[src/verilog/smc_regs.svh]
// Contract
// - Modem selection changes through the operating mode register, only while in sleep.
// - Spread modem owns a dual-port payload FIFO reached through the common register port.
// - Selecting the spread modem switches the register map to spread meanings.
// - Spreading field accepts 6 to 12, giving 2^value chips per symbol.
// - FEC rate codes 1 to 4 give rates 4/5 to 4/8, overhead 1.25 to 2.
// - Header-less format sends no header; length, rate and CRC set at both ends.
`ifndef SMC_REGS_SVH
`define SMC_REGS_SVH

// ****************************************
// Register byte addresses
// ****************************************
`define SMC_ADDR_FIFO 8'h00
`define SMC_ADDR_OPMODE 8'h04
`define SMC_ADDR_FSTAT 8'h08
`define SMC_ADDR_MC1 8'h0c
`define SMC_ADDR_MC2 8'h10
`define SMC_ADDR_DOPT 8'h14
`define SMC_ADDR_DTHR 8'h18
`define SMC_ADDR_PSTAT 8'h1c
`define SMC_ADDR_FSK_LO 8'h0c
`define SMC_ADDR_FSK_HI 8'h18

// ****************************************
// Fields and reset values
// ****************************************
`define SMC_OPMODE_LR_BIT 7
`define SMC_MODE_SLEEP 3'h0
`define SMC_RST_MODE 3'h0
`define SMC_RST_FEC 3'h1
`define SMC_RST_SPREAD 4'h7
`define SMC_RST_TUNE 3'h3
`define SMC_RST_THR 8'h0a
`define SMC_SPREAD_MIN 4'h6
`define SMC_SPREAD_MAX 4'hc
`define SMC_SF6 4'h6
`define SMC_TUNE_SF6 3'h5
`define SMC_THR_SF6 8'h0c
`define SMC_FEC_MIN 3'h1
`define SMC_FEC_MAX 3'h4
`define SMC_OVH_BASE 4'h4
`define SMC_FIFO_DEPTH 5'h10
`define SMC_RESP_OKAY 2'h0
`define SMC_RESP_SLVERR 2'h2

`endif

[src/verilog/smc_pkg.sv]
`include "smc_regs.svh"
`default_nettype none
package smc_pkg;

  typedef enum logic [2:0] {
    ST_IDLE, ST_EXEC_WR, ST_BRESP, ST_EXEC_RD, ST_RRESP
  } smc_axi_st_t;

  typedef enum logic [3:0] {
    SEL_NONE, SEL_FIFO, SEL_OPMODE, SEL_FSTAT, SEL_MC1, SEL_MC2,
    SEL_DOPT, SEL_DTHR, SEL_PSTAT, SEL_FSK
  } smc_sel_t;

  typedef struct packed {
    logic [15:0][7:0] mem;
    logic [3:0] wp;
    logic [3:0] rp;
    logic [4:0] cnt;
    logic full;
    logic empty;
    logic [7:0] head;
  } smc_fifo_t;

  typedef struct packed {
    smc_axi_st_t st;
    logic aw_got;
    logic w_got;
    logic [7:0] waddr;
    logic [7:0] raddr;
    logic [7:0] wdata;
    logic wstrb0;
    logic awready;
    logic wready;
    logic arready;
    logic bvalid;
    logic rvalid;
    logic [1:0] bresp;
    logic [1:0] rresp;
    logic [31:0] rdata;
    logic lr;
    logic [2:0] mode;
    logic [2:0] fec;
    logic implicit;
    logic [3:0] spread;
    logic [2:0] tune;
    logic [7:0] thr;
    logic [3:0][7:0] fsk;
    logic hdr_on;
  } smc_top_t;

endpackage
`default_nettype wire

[src/verilog/smc_fifo.sv]
`timescale 1ns/1ps
`default_nettype none
`include "smc_regs.svh"
module smc_fifo import smc_pkg::*; (
  input wire logic aclk,
  input wire logic aresetn,
  input wire logic push,
  input wire logic [7:0] push_data,
  input wire logic pop,
  output logic full,
  output logic empty,
  output logic [4:0] level,
  output logic [7:0] head
);
  smc_fifo_t s_ff;
  smc_fifo_t nxt_s;

  always_comb begin
    nxt_s = s_ff;
    if (push && !s_ff.full) begin
      nxt_s.mem[s_ff.wp] = push_data;
      nxt_s.wp = s_ff.wp + 4'h1;
    end
    if (pop && !s_ff.empty) begin
      nxt_s.rp = s_ff.rp + 4'h1;
    end
    nxt_s.cnt = s_ff.cnt + 5'((push && !s_ff.full) ? 1 : 0) - 5'((pop && !s_ff.empty) ? 1 : 0);
    nxt_s.full = (nxt_s.cnt == `SMC_FIFO_DEPTH);
    nxt_s.empty = (nxt_s.cnt == 5'h00);
    // Head is kept registered so the modem side sees a clean flop
    nxt_s.head = nxt_s.mem[nxt_s.rp];
  end

  always_ff @(posedge aclk) begin
    if (!aresetn) begin
      s_ff <= '0;
      s_ff.empty <= 1'b1;
    end else begin
      s_ff <= nxt_s;
    end
  end

  assign full = s_ff.full;
  assign empty = s_ff.empty;
  assign level = s_ff.cnt;
  assign head = s_ff.head;
endmodule
`default_nettype wire

[src/verilog/smc_top.sv]
// Decided for this implementation: register access over AXI4-Lite and the placing of the registers.
`timescale 1ns/1ps
`default_nettype none
`include "smc_regs.svh"
module smc_top import smc_pkg::*; (
  input wire logic aclk,
  input wire logic aresetn,
  input wire logic [7:0] s_axi_awaddr,
  input wire logic s_axi_awvalid,
  output logic s_axi_awready,
  input wire logic [31:0] s_axi_wdata,
  input wire logic [3:0] s_axi_wstrb,
  input wire logic s_axi_wvalid,
  output logic s_axi_wready,
  output logic [1:0] s_axi_bresp,
  output logic s_axi_bvalid,
  input wire logic s_axi_bready,
  input wire logic [7:0] s_axi_araddr,
  input wire logic s_axi_arvalid,
  output logic s_axi_arready,
  output logic [31:0] s_axi_rdata,
  output logic [1:0] s_axi_rresp,
  output logic s_axi_rvalid,
  input wire logic s_axi_rready,
  input wire logic modem_push,
  input wire logic [7:0] modem_push_data,
  input wire logic modem_pop,
  output logic modem_fifo_full,
  output logic modem_fifo_empty,
  output logic [7:0] modem_fifo_head,
  output logic spread_mode,
  output logic [3:0] spread_code_value,
  output logic [2:0] fec_rate_value,
  output logic tx_header_on
);
  smc_top_t s_ff;
  smc_top_t nxt_s;
  logic fifo_push;
  logic fifo_pop;
  logic [7:0] fifo_data;
  logic host_push;
  logic host_pop;
  logic modem_busy;
  logic f_full;
  logic f_empty;
  logic [4:0] f_level;
  logic [7:0] f_head;
  smc_sel_t wsel;
  smc_sel_t rsel;

  // ****************************************
  // Address decode
  // ****************************************
  function automatic smc_sel_t smc_decode(input logic [7:0] a, input logic lr);
    logic [7:0] w;
    w = {a[7:2], 2'b00};
    smc_decode = SEL_NONE;
    if (w == `SMC_ADDR_OPMODE) begin
      smc_decode = SEL_OPMODE;
    end else if (lr) begin
      // Spread map: same offsets take on the modem meanings
      if (w == `SMC_ADDR_FIFO) smc_decode = SEL_FIFO;
      if (w == `SMC_ADDR_FSTAT) smc_decode = SEL_FSTAT;
      if (w == `SMC_ADDR_MC1) smc_decode = SEL_MC1;
      if (w == `SMC_ADDR_MC2) smc_decode = SEL_MC2;
      if (w == `SMC_ADDR_DOPT) smc_decode = SEL_DOPT;
      if (w == `SMC_ADDR_DTHR) smc_decode = SEL_DTHR;
      if (w == `SMC_ADDR_PSTAT) smc_decode = SEL_PSTAT;
    end else if (w >= `SMC_ADDR_FSK_LO && w <= `SMC_ADDR_FSK_HI) begin
      smc_decode = SEL_FSK;
    end
  endfunction

  assign wsel = smc_decode(s_ff.waddr, s_ff.lr);
  assign rsel = smc_decode(s_ff.raddr, s_ff.lr);

  // ****************************************
  // Payload FIFO arbitration
  // ****************************************
  // Modem side never waits; a host FIFO access waits for each cycle that the modem side pushes or pops
  assign modem_busy = s_ff.lr && (modem_push || modem_pop);
  assign host_push = s_ff.st == ST_EXEC_WR && wsel == SEL_FIFO && !modem_busy && s_ff.wstrb0;
  assign host_pop = s_ff.st == ST_EXEC_RD && rsel == SEL_FIFO && !modem_busy;
  assign fifo_push = (s_ff.lr && modem_push) || host_push;
  assign fifo_pop = (s_ff.lr && modem_pop) || host_pop;
  assign fifo_data = modem_busy ? modem_push_data : s_ff.wdata;

  smc_fifo u_fifo (
    .aclk(aclk),
    .aresetn(aresetn),
    .push(fifo_push),
    .push_data(fifo_data),
    .pop(fifo_pop),
    .full(f_full),
    .empty(f_empty),
    .level(f_level),
    .head(f_head)
  );

  // ****************************************
  // Bus slave and registers
  // ****************************************
  always_comb begin
    logic sf6_ok;
    sf6_ok = 1'b0;
    nxt_s = s_ff;
    if (s_ff.spread == `SMC_SF6) begin
      sf6_ok = s_ff.implicit && s_ff.tune == `SMC_TUNE_SF6 && s_ff.thr == `SMC_THR_SF6;
    end else begin
      sf6_ok = s_ff.tune == `SMC_RST_TUNE && s_ff.thr == `SMC_RST_THR;
    end
    unique case (s_ff.st)
      ST_IDLE: begin
        if (s_ff.awready && s_axi_awvalid) begin
          nxt_s.aw_got = 1'b1;
          nxt_s.waddr = s_axi_awaddr;
        end
        if (s_ff.wready && s_axi_wvalid) begin
          nxt_s.w_got = 1'b1;
          nxt_s.wdata = s_axi_wdata[7:0];
          nxt_s.wstrb0 = s_axi_wstrb[0];
        end
        if (s_ff.arready && s_axi_arvalid) begin
          nxt_s.raddr = s_axi_araddr;
          nxt_s.st = ST_EXEC_RD;
        end else if (nxt_s.aw_got && nxt_s.w_got) begin
          nxt_s.st = ST_EXEC_WR;
        end
      end
      ST_EXEC_WR: begin
        if (!(wsel == SEL_FIFO && modem_busy)) begin
          nxt_s.bresp = `SMC_RESP_OKAY;
          if (s_ff.wstrb0) begin
            unique case (wsel)
              SEL_OPMODE: begin
                nxt_s.mode = s_ff.wdata[2:0];
                // Modem choice only moves while asleep
                if (s_ff.mode == `SMC_MODE_SLEEP) nxt_s.lr = s_ff.wdata[`SMC_OPMODE_LR_BIT];
              end
              SEL_MC1: begin
                if (s_ff.wdata[3:1] >= `SMC_FEC_MIN && s_ff.wdata[3:1] <= `SMC_FEC_MAX) begin
                  nxt_s.fec = s_ff.wdata[3:1];
                end
                nxt_s.implicit = s_ff.wdata[0];
              end
              SEL_MC2: begin
                if (s_ff.wdata[7:4] >= `SMC_SPREAD_MIN &&
                    s_ff.wdata[7:4] <= `SMC_SPREAD_MAX) begin
                  nxt_s.spread = s_ff.wdata[7:4];
                end
              end
              SEL_DOPT: nxt_s.tune = s_ff.wdata[2:0];
              SEL_DTHR: nxt_s.thr = s_ff.wdata;
              SEL_FSK: nxt_s.fsk[2'(s_ff.waddr[4:2] - 3'h3)] = s_ff.wdata;
              SEL_FIFO: if (f_full) nxt_s.bresp = `SMC_RESP_SLVERR;
              SEL_FSTAT, SEL_PSTAT: ;
              SEL_NONE: nxt_s.bresp = `SMC_RESP_SLVERR;
            endcase
          end
          nxt_s.aw_got = 1'b0;
          nxt_s.w_got = 1'b0;
          nxt_s.bvalid = 1'b1;
          nxt_s.st = ST_BRESP;
        end
      end
      ST_BRESP: begin
        if (s_axi_bready) begin
          nxt_s.bvalid = 1'b0;
          nxt_s.st = ST_IDLE;
        end
      end
      ST_EXEC_RD: begin
        if (!(rsel == SEL_FIFO && modem_busy)) begin
          nxt_s.rresp = `SMC_RESP_OKAY;
          nxt_s.rdata = 32'h0;
          unique case (rsel)
            SEL_OPMODE: nxt_s.rdata[7:0] = {s_ff.lr, 4'h0, s_ff.mode};
            SEL_FIFO: begin
              nxt_s.rdata[7:0] = f_head;
              if (f_empty) nxt_s.rresp = `SMC_RESP_SLVERR;
            end
            SEL_FSTAT: nxt_s.rdata[9:0] = {f_full, f_empty, 3'h0, f_level};
            SEL_MC1: nxt_s.rdata[3:0] = {s_ff.fec, s_ff.implicit};
            SEL_MC2: nxt_s.rdata[7:4] = s_ff.spread;
            SEL_DOPT: nxt_s.rdata[2:0] = s_ff.tune;
            SEL_DTHR: nxt_s.rdata[7:0] = s_ff.thr;
            SEL_PSTAT: begin
              nxt_s.rdata[12:0] = 13'(13'h1 << s_ff.spread);
              nxt_s.rdata[16:13] = `SMC_OVH_BASE + {1'b0, s_ff.fec};
              nxt_s.rdata[17] = s_ff.implicit;
              nxt_s.rdata[18] = sf6_ok;
            end
            SEL_FSK: nxt_s.rdata[7:0] = s_ff.fsk[2'(s_ff.raddr[4:2] - 3'h3)];
            SEL_NONE: nxt_s.rresp = `SMC_RESP_SLVERR;
          endcase
          nxt_s.rvalid = 1'b1;
          nxt_s.st = ST_RRESP;
        end
      end
      ST_RRESP: begin
        if (s_axi_rready) begin
          nxt_s.rvalid = 1'b0;
          nxt_s.st = ST_IDLE;
        end
      end
    endcase
    nxt_s.hdr_on = !nxt_s.implicit;
    nxt_s.awready = nxt_s.st == ST_IDLE && !nxt_s.aw_got;
    nxt_s.wready = nxt_s.st == ST_IDLE && !nxt_s.w_got;
    nxt_s.arready = nxt_s.st == ST_IDLE && !nxt_s.aw_got && !nxt_s.w_got;
  end

  always_ff @(posedge aclk) begin
    if (!aresetn) begin
      s_ff <= '0;
      s_ff.st <= ST_IDLE;
      s_ff.mode <= `SMC_RST_MODE;
      s_ff.fec <= `SMC_RST_FEC;
      s_ff.spread <= `SMC_RST_SPREAD;
      s_ff.tune <= `SMC_RST_TUNE;
      s_ff.thr <= `SMC_RST_THR;
      s_ff.hdr_on <= 1'b1;
    end else begin
      s_ff <= nxt_s;
    end
  end

  assign s_axi_awready = s_ff.awready;
  assign s_axi_wready = s_ff.wready;
  assign s_axi_bvalid = s_ff.bvalid;
  assign s_axi_bresp = s_ff.bresp;
  assign s_axi_arready = s_ff.arready;
  assign s_axi_rvalid = s_ff.rvalid;
  assign s_axi_rresp = s_ff.rresp;
  assign s_axi_rdata = s_ff.rdata;
  assign modem_fifo_full = f_full;
  assign modem_fifo_empty = f_empty;
  assign modem_fifo_head = f_head;
  assign spread_mode = s_ff.lr;
  assign spread_code_value = s_ff.spread;
  assign fec_rate_value = s_ff.fec;
  assign tx_header_on = s_ff.hdr_on;
endmodule
`default_nettype wire

[config.mk]
export PLATFORM = sky130hd
export DESIGN_NAME = smc_top
export DESIGN_NICKNAME = d
export VERILOG_FILES = /design/src/verilog/smc_pkg.sv /design/src/verilog/smc_fifo.sv /design/src/verilog/smc_top.sv
export VERILOG_INCLUDE_DIRS = /design/src /design/src/verilog
export SDC_FILE = /design/constraint.sdc
export NUM_CORES = 1
export LEC_CHECK = 0
export ABC_AREA = 1
export BUFFER_PORTS_ARGS = -buffer_cell sky130_fd_sc_hd__buf_2
export CORE_MARGIN = 5
export CORE_UTILIZATION = 49
export DETAILED_ROUTE_END_ITERATION = 7
export PLACE_DENSITY = 0.73
export SYNTH_ARGS = -nofsm -noshare
export SYNTH_HDL_FRONTEND = slang
export SYNTH_SLANG_ARGS = --single-unit
[constraint.sdc]
create_clock -name aclk -period 3.6 [get_ports aclk]
set_input_delay 0.36 -clock aclk [delete_from_list [all_inputs] [get_ports aclk]]
set_output_delay 0.36 -clock aclk [all_outputs]
set_load 0.05 [all_outputs]
==> results_dict.tcl, run 1 <==
set metrics [dict create \
    wire_per_inst_um 15.9 \
    max_clock_freq_mhz 301 \
    gr-total-overflow 0 \
    maxSlewViolCount 0 \
    fin_crit_ns 3.33 \
    cp-start-kind "flop" \
    vias_per_cell 5.33 \
    syn_avg_cell_area_um2 6.61 \
    synthCells 2068 \
    cp_slowest_cell "nand2_2" \
    cp.arrival_ns 3.79 \
    cap_viol_max_count 0 \
    critPathMaxFanout 18 \
    grt_pass1_wl_um 62800 \
    cp_num_buf_inv 3 \
    nNetsFinal 2163 \
    synth_edf_count 0 \
    endpoint_kind "flop" \
    path_clk_slew_ns 0.06 \
    rsz0062_at_grt "yes" \
    area_growth_pct 10.6 \
    die_w_um 177 \
    drive_above_1_share 0.106 \
    clockBufferDepth 3 \
    cp_cell_sequence "inv_1 -> ha_1 -> o21ai_2 -> o21ai_0 -> nand2_1 -> nand2_2 -> nor2_2 -> nand4_1 -> nand2_2 -> buf_4 -> nand3_4 -> nand2_2 -> inv_1 -> nand2_1 -> nand3_1 -> nand3_1 -> nand3_1 -> a21oi_1" \
    critical_path.max_stage_delay_ns 0.39 \
    antenna_left 0 \
    antenna_found_initial 1 \
    numCtsBuffers 30 \
    yosysSeqAreaShare 0.379 \
    core_area_mm2 0.0276 \
    clock-root-buffer "clkbuf_16" \
    dieArea_mm2 0.0313 \
    power.density_mw_per_mm2 474 \
    initial_core_util 0.495 \
    dieHeight_um 177 \
    ys_types 49 \
    synth_top_area_frac 0.379 \
    wl_um 39500 \
    path_class "flop to flop" \
    ys_ff_latch 259 \
    synthArstFlopShare 0 \
    io_buffer_count 82 \
    yosys.area.top_type "dfxtp_1" \
    p_leak_uw 0.00661 \
    num_io_pins 129 \
    finalClockSkew_ns 0.0158 \
    post-place-cells 2424 \
    clk_latency_ns 0.55 \
    synth_area_leaders "dfxtp_1 38%, nand2_1 14%, o21ai_0 7.8%, inv_1 6.8%, nand3_1 6.6%" \
    cts-htree-levels 1 \
    postCtsHoldBufs 0 \
    drc 0 \
    status "complete, no violations" \
    hold_violations 0 \
    rows 61 \
    setup_viol 0 \
    setup_ws_ns 0.275 \
    grt_util_all_layers 0.245 \
    vias 13200 \
    grt_max_degree 79 \
    ir_drop_mv 0.373 \
    mostFrequentLayoutCells "497 x nand2_1, 258 x dfxtp_1, 248 x inv_1, 207 x o21ai_0, 195 x nor2_1" \
    hold_path_class "primary input to flop" \
    total_power_uw 7160 \
    tightest_slew_ns 0.754 \
    gp_congestion 0.917 \
    dp_hpwl_um 26900 \
    relSlewSlack 0.496 \
    required_ns 4.06 \
    post-place-ws_ns 0.303 \
    cts_tree "done" \
    fin_cells 2480 \
    detail_route.iter0.violations 1168 \
    diodes 0 \
    crit_family "simple AND/OR/NAND/NOR gates" \
    yosys_warnings 0 \
    mappedNetlistArea_mm2 0.0137 \
    dr.pass1.iters 6 \
    synth_ff_type "dfxtp_1" \
    post-route-period-util 0.924 \
    mostFrequentLayoutCell "nand2_1" \
    cts_sinks 259 \
    grt_pass1_vias 12100 \
]
layout make-up:
cell class	count	area [um^2]
Multi-Input combinational cell	1401	6680
Tap cell	378	473
Sequential cell	259	5190
Clock buffer	46	912
Timing Repair Buffer	121	778
Clock inverter	9	85.1
Inverter	266	1000
Fill cell	2700	12500
stage by stage:
| step | util | setup TNS [ns] | instance area [um^2] | hold slack, ns |
|---|---|---|---|---|
| global route | 0.547 | -0.0258 | 15100 | 0.0754 |
| CTS | 0.546 | 0 | 15100 | 0.0618 |
| detailed placement | 0.510 | 0 | 14100 | 0.455 |
| global placement | 0.510 | 0 | 14100 | 0.450 |
| finish | 0.547 | 0 | 15100 | 0.0739 |
| floorplan | - | 0 | 13700 | 0.443 |
report_power, final:
part,total [uW],switching (uW),leakage [uW],internal [uW]
registers,3010,64.8,0.00209,2940
clock network,3020,1210,0.000488,1810
logic,1130,851,0.00403,280
total,7160,2130,0.00661,5040
path summary, 6_finish.rpt:
check                        from         endpoint  slack, ns  depth (start not counted)
hold / removal    s_axi_awaddr[7]        s_ff[121]       0.07                          3
setup reg to reg        s_ff[109]   u_fifo.head[0]       0.27                         18
hold reg to reg   s_axi_rdata[16]  s_axi_rdata[16]       0.46                          2
setup / recovery        s_ff[109]   u_fifo.head[0]       0.27                         18
cells in the mapped netlist, types with 3 or more instances:
master and n:
a211oi_1 4, a21oi_1 133, a22oi_1 6, a32oi_1 3, buf_1 3, buf_2 25, buf_4 67, clkbuf_1 59
clkinv_1 6, dfxtp_1 259, ha_1 14, inv_1 249, inv_2 11, nand2_1 497, nand2_2 12, nand3_1 179
nand4_1 21, nor2_1 196, nor2_2 7, nor3_1 17, o2111ai_1 4, o211ai_1 13, o21a_1 18, o21ai_0 212
o21ai_1 9, o22ai_1 3, o31ai_1 7, xnor2_1 3
kinds of logic (layout without fill, tap and decap cells):
kind of cell / after synthesis / in the layout / synth area share
and+or+nand+nor: 944 / 944 / 0.293
buffers and inverters: 422 / 442 / 0.138
AOI/OAI and AO/OA: 419 / 419 / 0.167
DFF: 259 / 259 / 0.379
adders and majority gates: 15 / 15 / 0.0143
xor gates and xnor gates: 8 / 8 / 0.00842
other: 1 / 15 / 0.000274
what timing repair did:
item                                    CTS  global route
buffers inserted                          0             1
endpoints found under the setup margin    0             8
gates resized for setup                   0             6
per-layer routing:
metal | GRT usage | part of all wire
met1 | 0.323 | 0.42
met2 | 0.407 | 0.46
met3 | 0.0320 | 0.075
met4 | 0.100 | 0.043
met5 | 0 | 0.00028
worst reg2reg max path: cells and delay by family (launching register included):
kind            cells  cell delay [ns]
simple gates       11             1.52
fa+ha+maj           1             0.26
flops               1             0.38
compound gates      3             0.50
buf+inv             3             0.58
Note: power is estimated with default switching activity, not from simulation.
==> inputs of run 2 (changes only) <==
SYNTH_HIERARCHICAL = 1   (was not set)
==> run 2 against run 1 <==
Die area decreased by 6.5%; register-to-register slack got worse by 0.04 ns; power increased by 2.8%; critical path type unchanged; largest cell class unchanged.
==> results_dict.tcl, run 2 <==
set metrics [dict create \
    status "complete, no violations" \
    yosys_warnings 6 \
    synth_edf_count 0 \
    max_clock_freq_mhz 297 \
    yosys.area.top_type "dfxtp_1" \
    grt_pass1_vias 11200 \
    gp_congestion 1.01 \
    numCtsBuffers 29 \
    cts_tree "done" \
    gr-total-overflow 0 \
    timing.rr.start "s_ff[116]" \
    synth_ff_type "dfxtp_1" \
    critical_path.max_stage_delay_ns 0.54 \
    synth_area_leaders "dfxtp_1 41%, nand2_1 12%, nand3_1 8.4%, a21oi_1 6.8%, o21ai_0 6.6%" \
    path_class "flop to flop" \
    relSlewSlack 0.294 \
    grt_pass1_wl_um 58200 \
    antenna_found_initial 0 \
    clockBufferDepth 3 \
    antenna_left 0 \
    crit_start "s_ff[116]" \
    grt_util_met1 0.322 \
    cap_viol_max_count 0 \
    synthArstFlopShare 0 \
    maxSlewViolCount 0 \
    busiest_layer "met2" \
    hold_path_class "primary input to flop" \
    num_io_pins 129 \
    finalClockSkew_ns 0.00704 \
    r2r_slack_ns 0.23 \
    mostFrequentLayoutCells "409 x nand2_1, 257 x dfxtp_1, 213 x nand3_1, 172 x a21oi_1, 165 x o21ai_0" \
    path_clk_slew_ns 0.06 \
    crit_family "simple AND/OR/NAND/NOR gates" \
    mostFrequentLayoutCell "nand2_1" \
    initial_core_util 0.493 \
    cp.arrival_ns 3.81 \
    dr.pass1.iters 5 \
    cp-start-kind "flop" \
    area_growth_pct 10.9 \
    detail_route.iter0.violations 1063 \
    grt_util_all_layers 0.243 \
    hold_violations 0 \
    ir_drop_mv 0.357 \
    die_w_um 171 \
    wire_per_inst_um 16.7 \
    critPathMaxFanout 14 \
    grt_max_degree 83 \
    cts_setup_buffers 0 \
    tightest_slew_ns 1.05 \
    vias_per_cell 5.57 \
    rows 59 \
    cts-htree-levels 1 \
    drive_above_1_share 0.130 \
    post-route-period-util 0.935 \
    syn_avg_cell_area_um2 6.95 \
    mappedNetlistArea_mm2 0.0127 \
    dieHeight_um 171 \
    finalSetupTns_ns 0 \
    endpoint_kind "flop" \
    grtUsageMet2 0.413 \
    core_area_mm2 0.0258 \
    fin_crit_ns 3.37 \
    yosysSeqAreaShare 0.407 \
    total_power_uw 7360 \
    nNetsFinal 1928 \
    required_ns 4.04 \
    dp_hpwl_um 25400 \
    synth.most_common_cell "nand2_1" \
    whs_path_depth 3 \
    worstRegToRegCells 19 \
    diodes 0 \
    ys_ff_latch 259 \
    cts_sinks 259 \
    io_buffer_count 82 \
    dieArea_mm2 0.0293 \
    setup_viol 0 \
    wl_um 36600 \
    cp_num_buf_inv 3 \
    vias 12200 \
    ys_types 47 \
    power.density_mw_per_mm2 521 \
    synth_top_area_frac 0.407 \
    min_from "s_axi_araddr[4]" \
    synthCells 1830 \
    clock-root-buffer "clkbuf_16" \
    cp_cell_sequence "nand2_1 -> inv_2 -> nand2_1 -> nand3_1 -> nand2_1 -> nand2_1 -> inv_2 -> nor2_2 -> nand2_1 -> o21ai_0 -> buf_4 -> nand3_1 -> nor2_2 -> nand2_1 -> nand3_1 -> nand3_1 -> nand3_1 -> nand3_1 -> a21oi_1" \
    yosys-top-cells-count "412 x nand2_1, 259 x dfxtp_1, 214 x nand3_1" \
    rsz0062_at_grt "yes" \
    cp.depth 19 \
    cp_slowest_cell "nor2_2" \
    p_leak_uw 0.00582 \
    clk_latency_ns 0.54 \
    drc 0 \
    gr-usage-met3 0.0270 \
]
## run 2: cell types whose count changed in the layout (fill, tap and decap cells not counted), sizes merged, moves of 9 or more
cell / before / now
clkbuf: 46 / 35
nor2: 206 / 180
inv: 261 / 142
nand2: 511 / 420
o21ai: 222 / 183
a21oi: 134 / 174
nand3: 181 / 221
o211ai: 13 / 22
o21a: 18 / 0
## run 2: power by group
part	leakage (uW)	switching [uW]	internal [uW]	total (uW)
Combinational	0.00324	890	293	1180
Clock	0.000491	1190	1950	3150
Sequential	0.00209	78.5	2950	3030
Total	0.00582	2160	5200	7360
## run 2: path summary, 6_finish.rpt
path	to
max reg2reg	u_fifo/head[3]
min	s_ff[110]
min reg2reg	flop
max	u_fifo/head[3]
## run 2: repair_timing
item                       in CTS  in global routing
resized for setup               0                 16
setup endpoints to repair       0                  9
hold buffers                    0                  0
## run 2: metal layers
layer	up-vias	routed length, um	part of all wire
met5	-	0	0
met4	0	1240	0.034
met3	85	2670	0.073
met2	485	17200	0.47
met1	5649	15500	0.42
li1	6021	-	-
## run 2: cell type report
class | count | area [um^2]
tap | 335 | 419
fill | 2497 | 11700
timing repair buffer | 119 | 701
multi-input combinational | 1292 | 6260
sequential | 259 | 5190
inverter | 143 | 539
clock buffer | 35 | 778
clock inverter | 15 | 233
## run 2: kinds of logic after synthesis
group / share of synthesized area
flip-flops: 0.407
other: 0.000295
adder cells (fa/ha/maj): 0.0153
XOR/XNOR: 0.00541
buffers and inverters: 0.109
AND/OR/NAND/NOR: 0.294
AO/OA/AOI/OAI: 0.168
## run 2: worst register-to-register path, cell delays in order, from the launching register on
cell	delay, ns
dfxtp_1	0.38
nand2_1	0.10
inv_2	0.06
nand2_1	0.06
nand3_1	0.11
nand2_1	0.10
nand2_1	0.09
inv_2	0.05
nor2_2	0.21
nand2_1	0.09
o21ai_0	0.17
buf_4	0.17
nand3_1	0.25
nor2_2	0.54
nand2_1	0.14
nand3_1	0.12
nand3_1	0.09
nand3_1	0.12
nand3_1	0.14
a21oi_1	0.26
## run 2: metrics by stage
| stage | util | instance area (um^2) | std cells | hold slack, ns | worst slack [ns] |
|---|---|---|---|---|---|
| floorplan | - | 12800 | 1844 | 0.424 | 0.0191 |
| global placement | 0.505 | 13100 | 2148 | 0.434 | 0.273 |
| detailed placement | 0.505 | 13100 | 2148 | 0.441 | 0.176 |
| CTS | 0.544 | 14100 | 2198 | 0.0885 | 0.147 |
| global route | 0.546 | 14100 | 2198 | 0.107 | -0.0324 |
| finish | 0.546 | 14100 | 2198 | 0.110 | 0.233 |
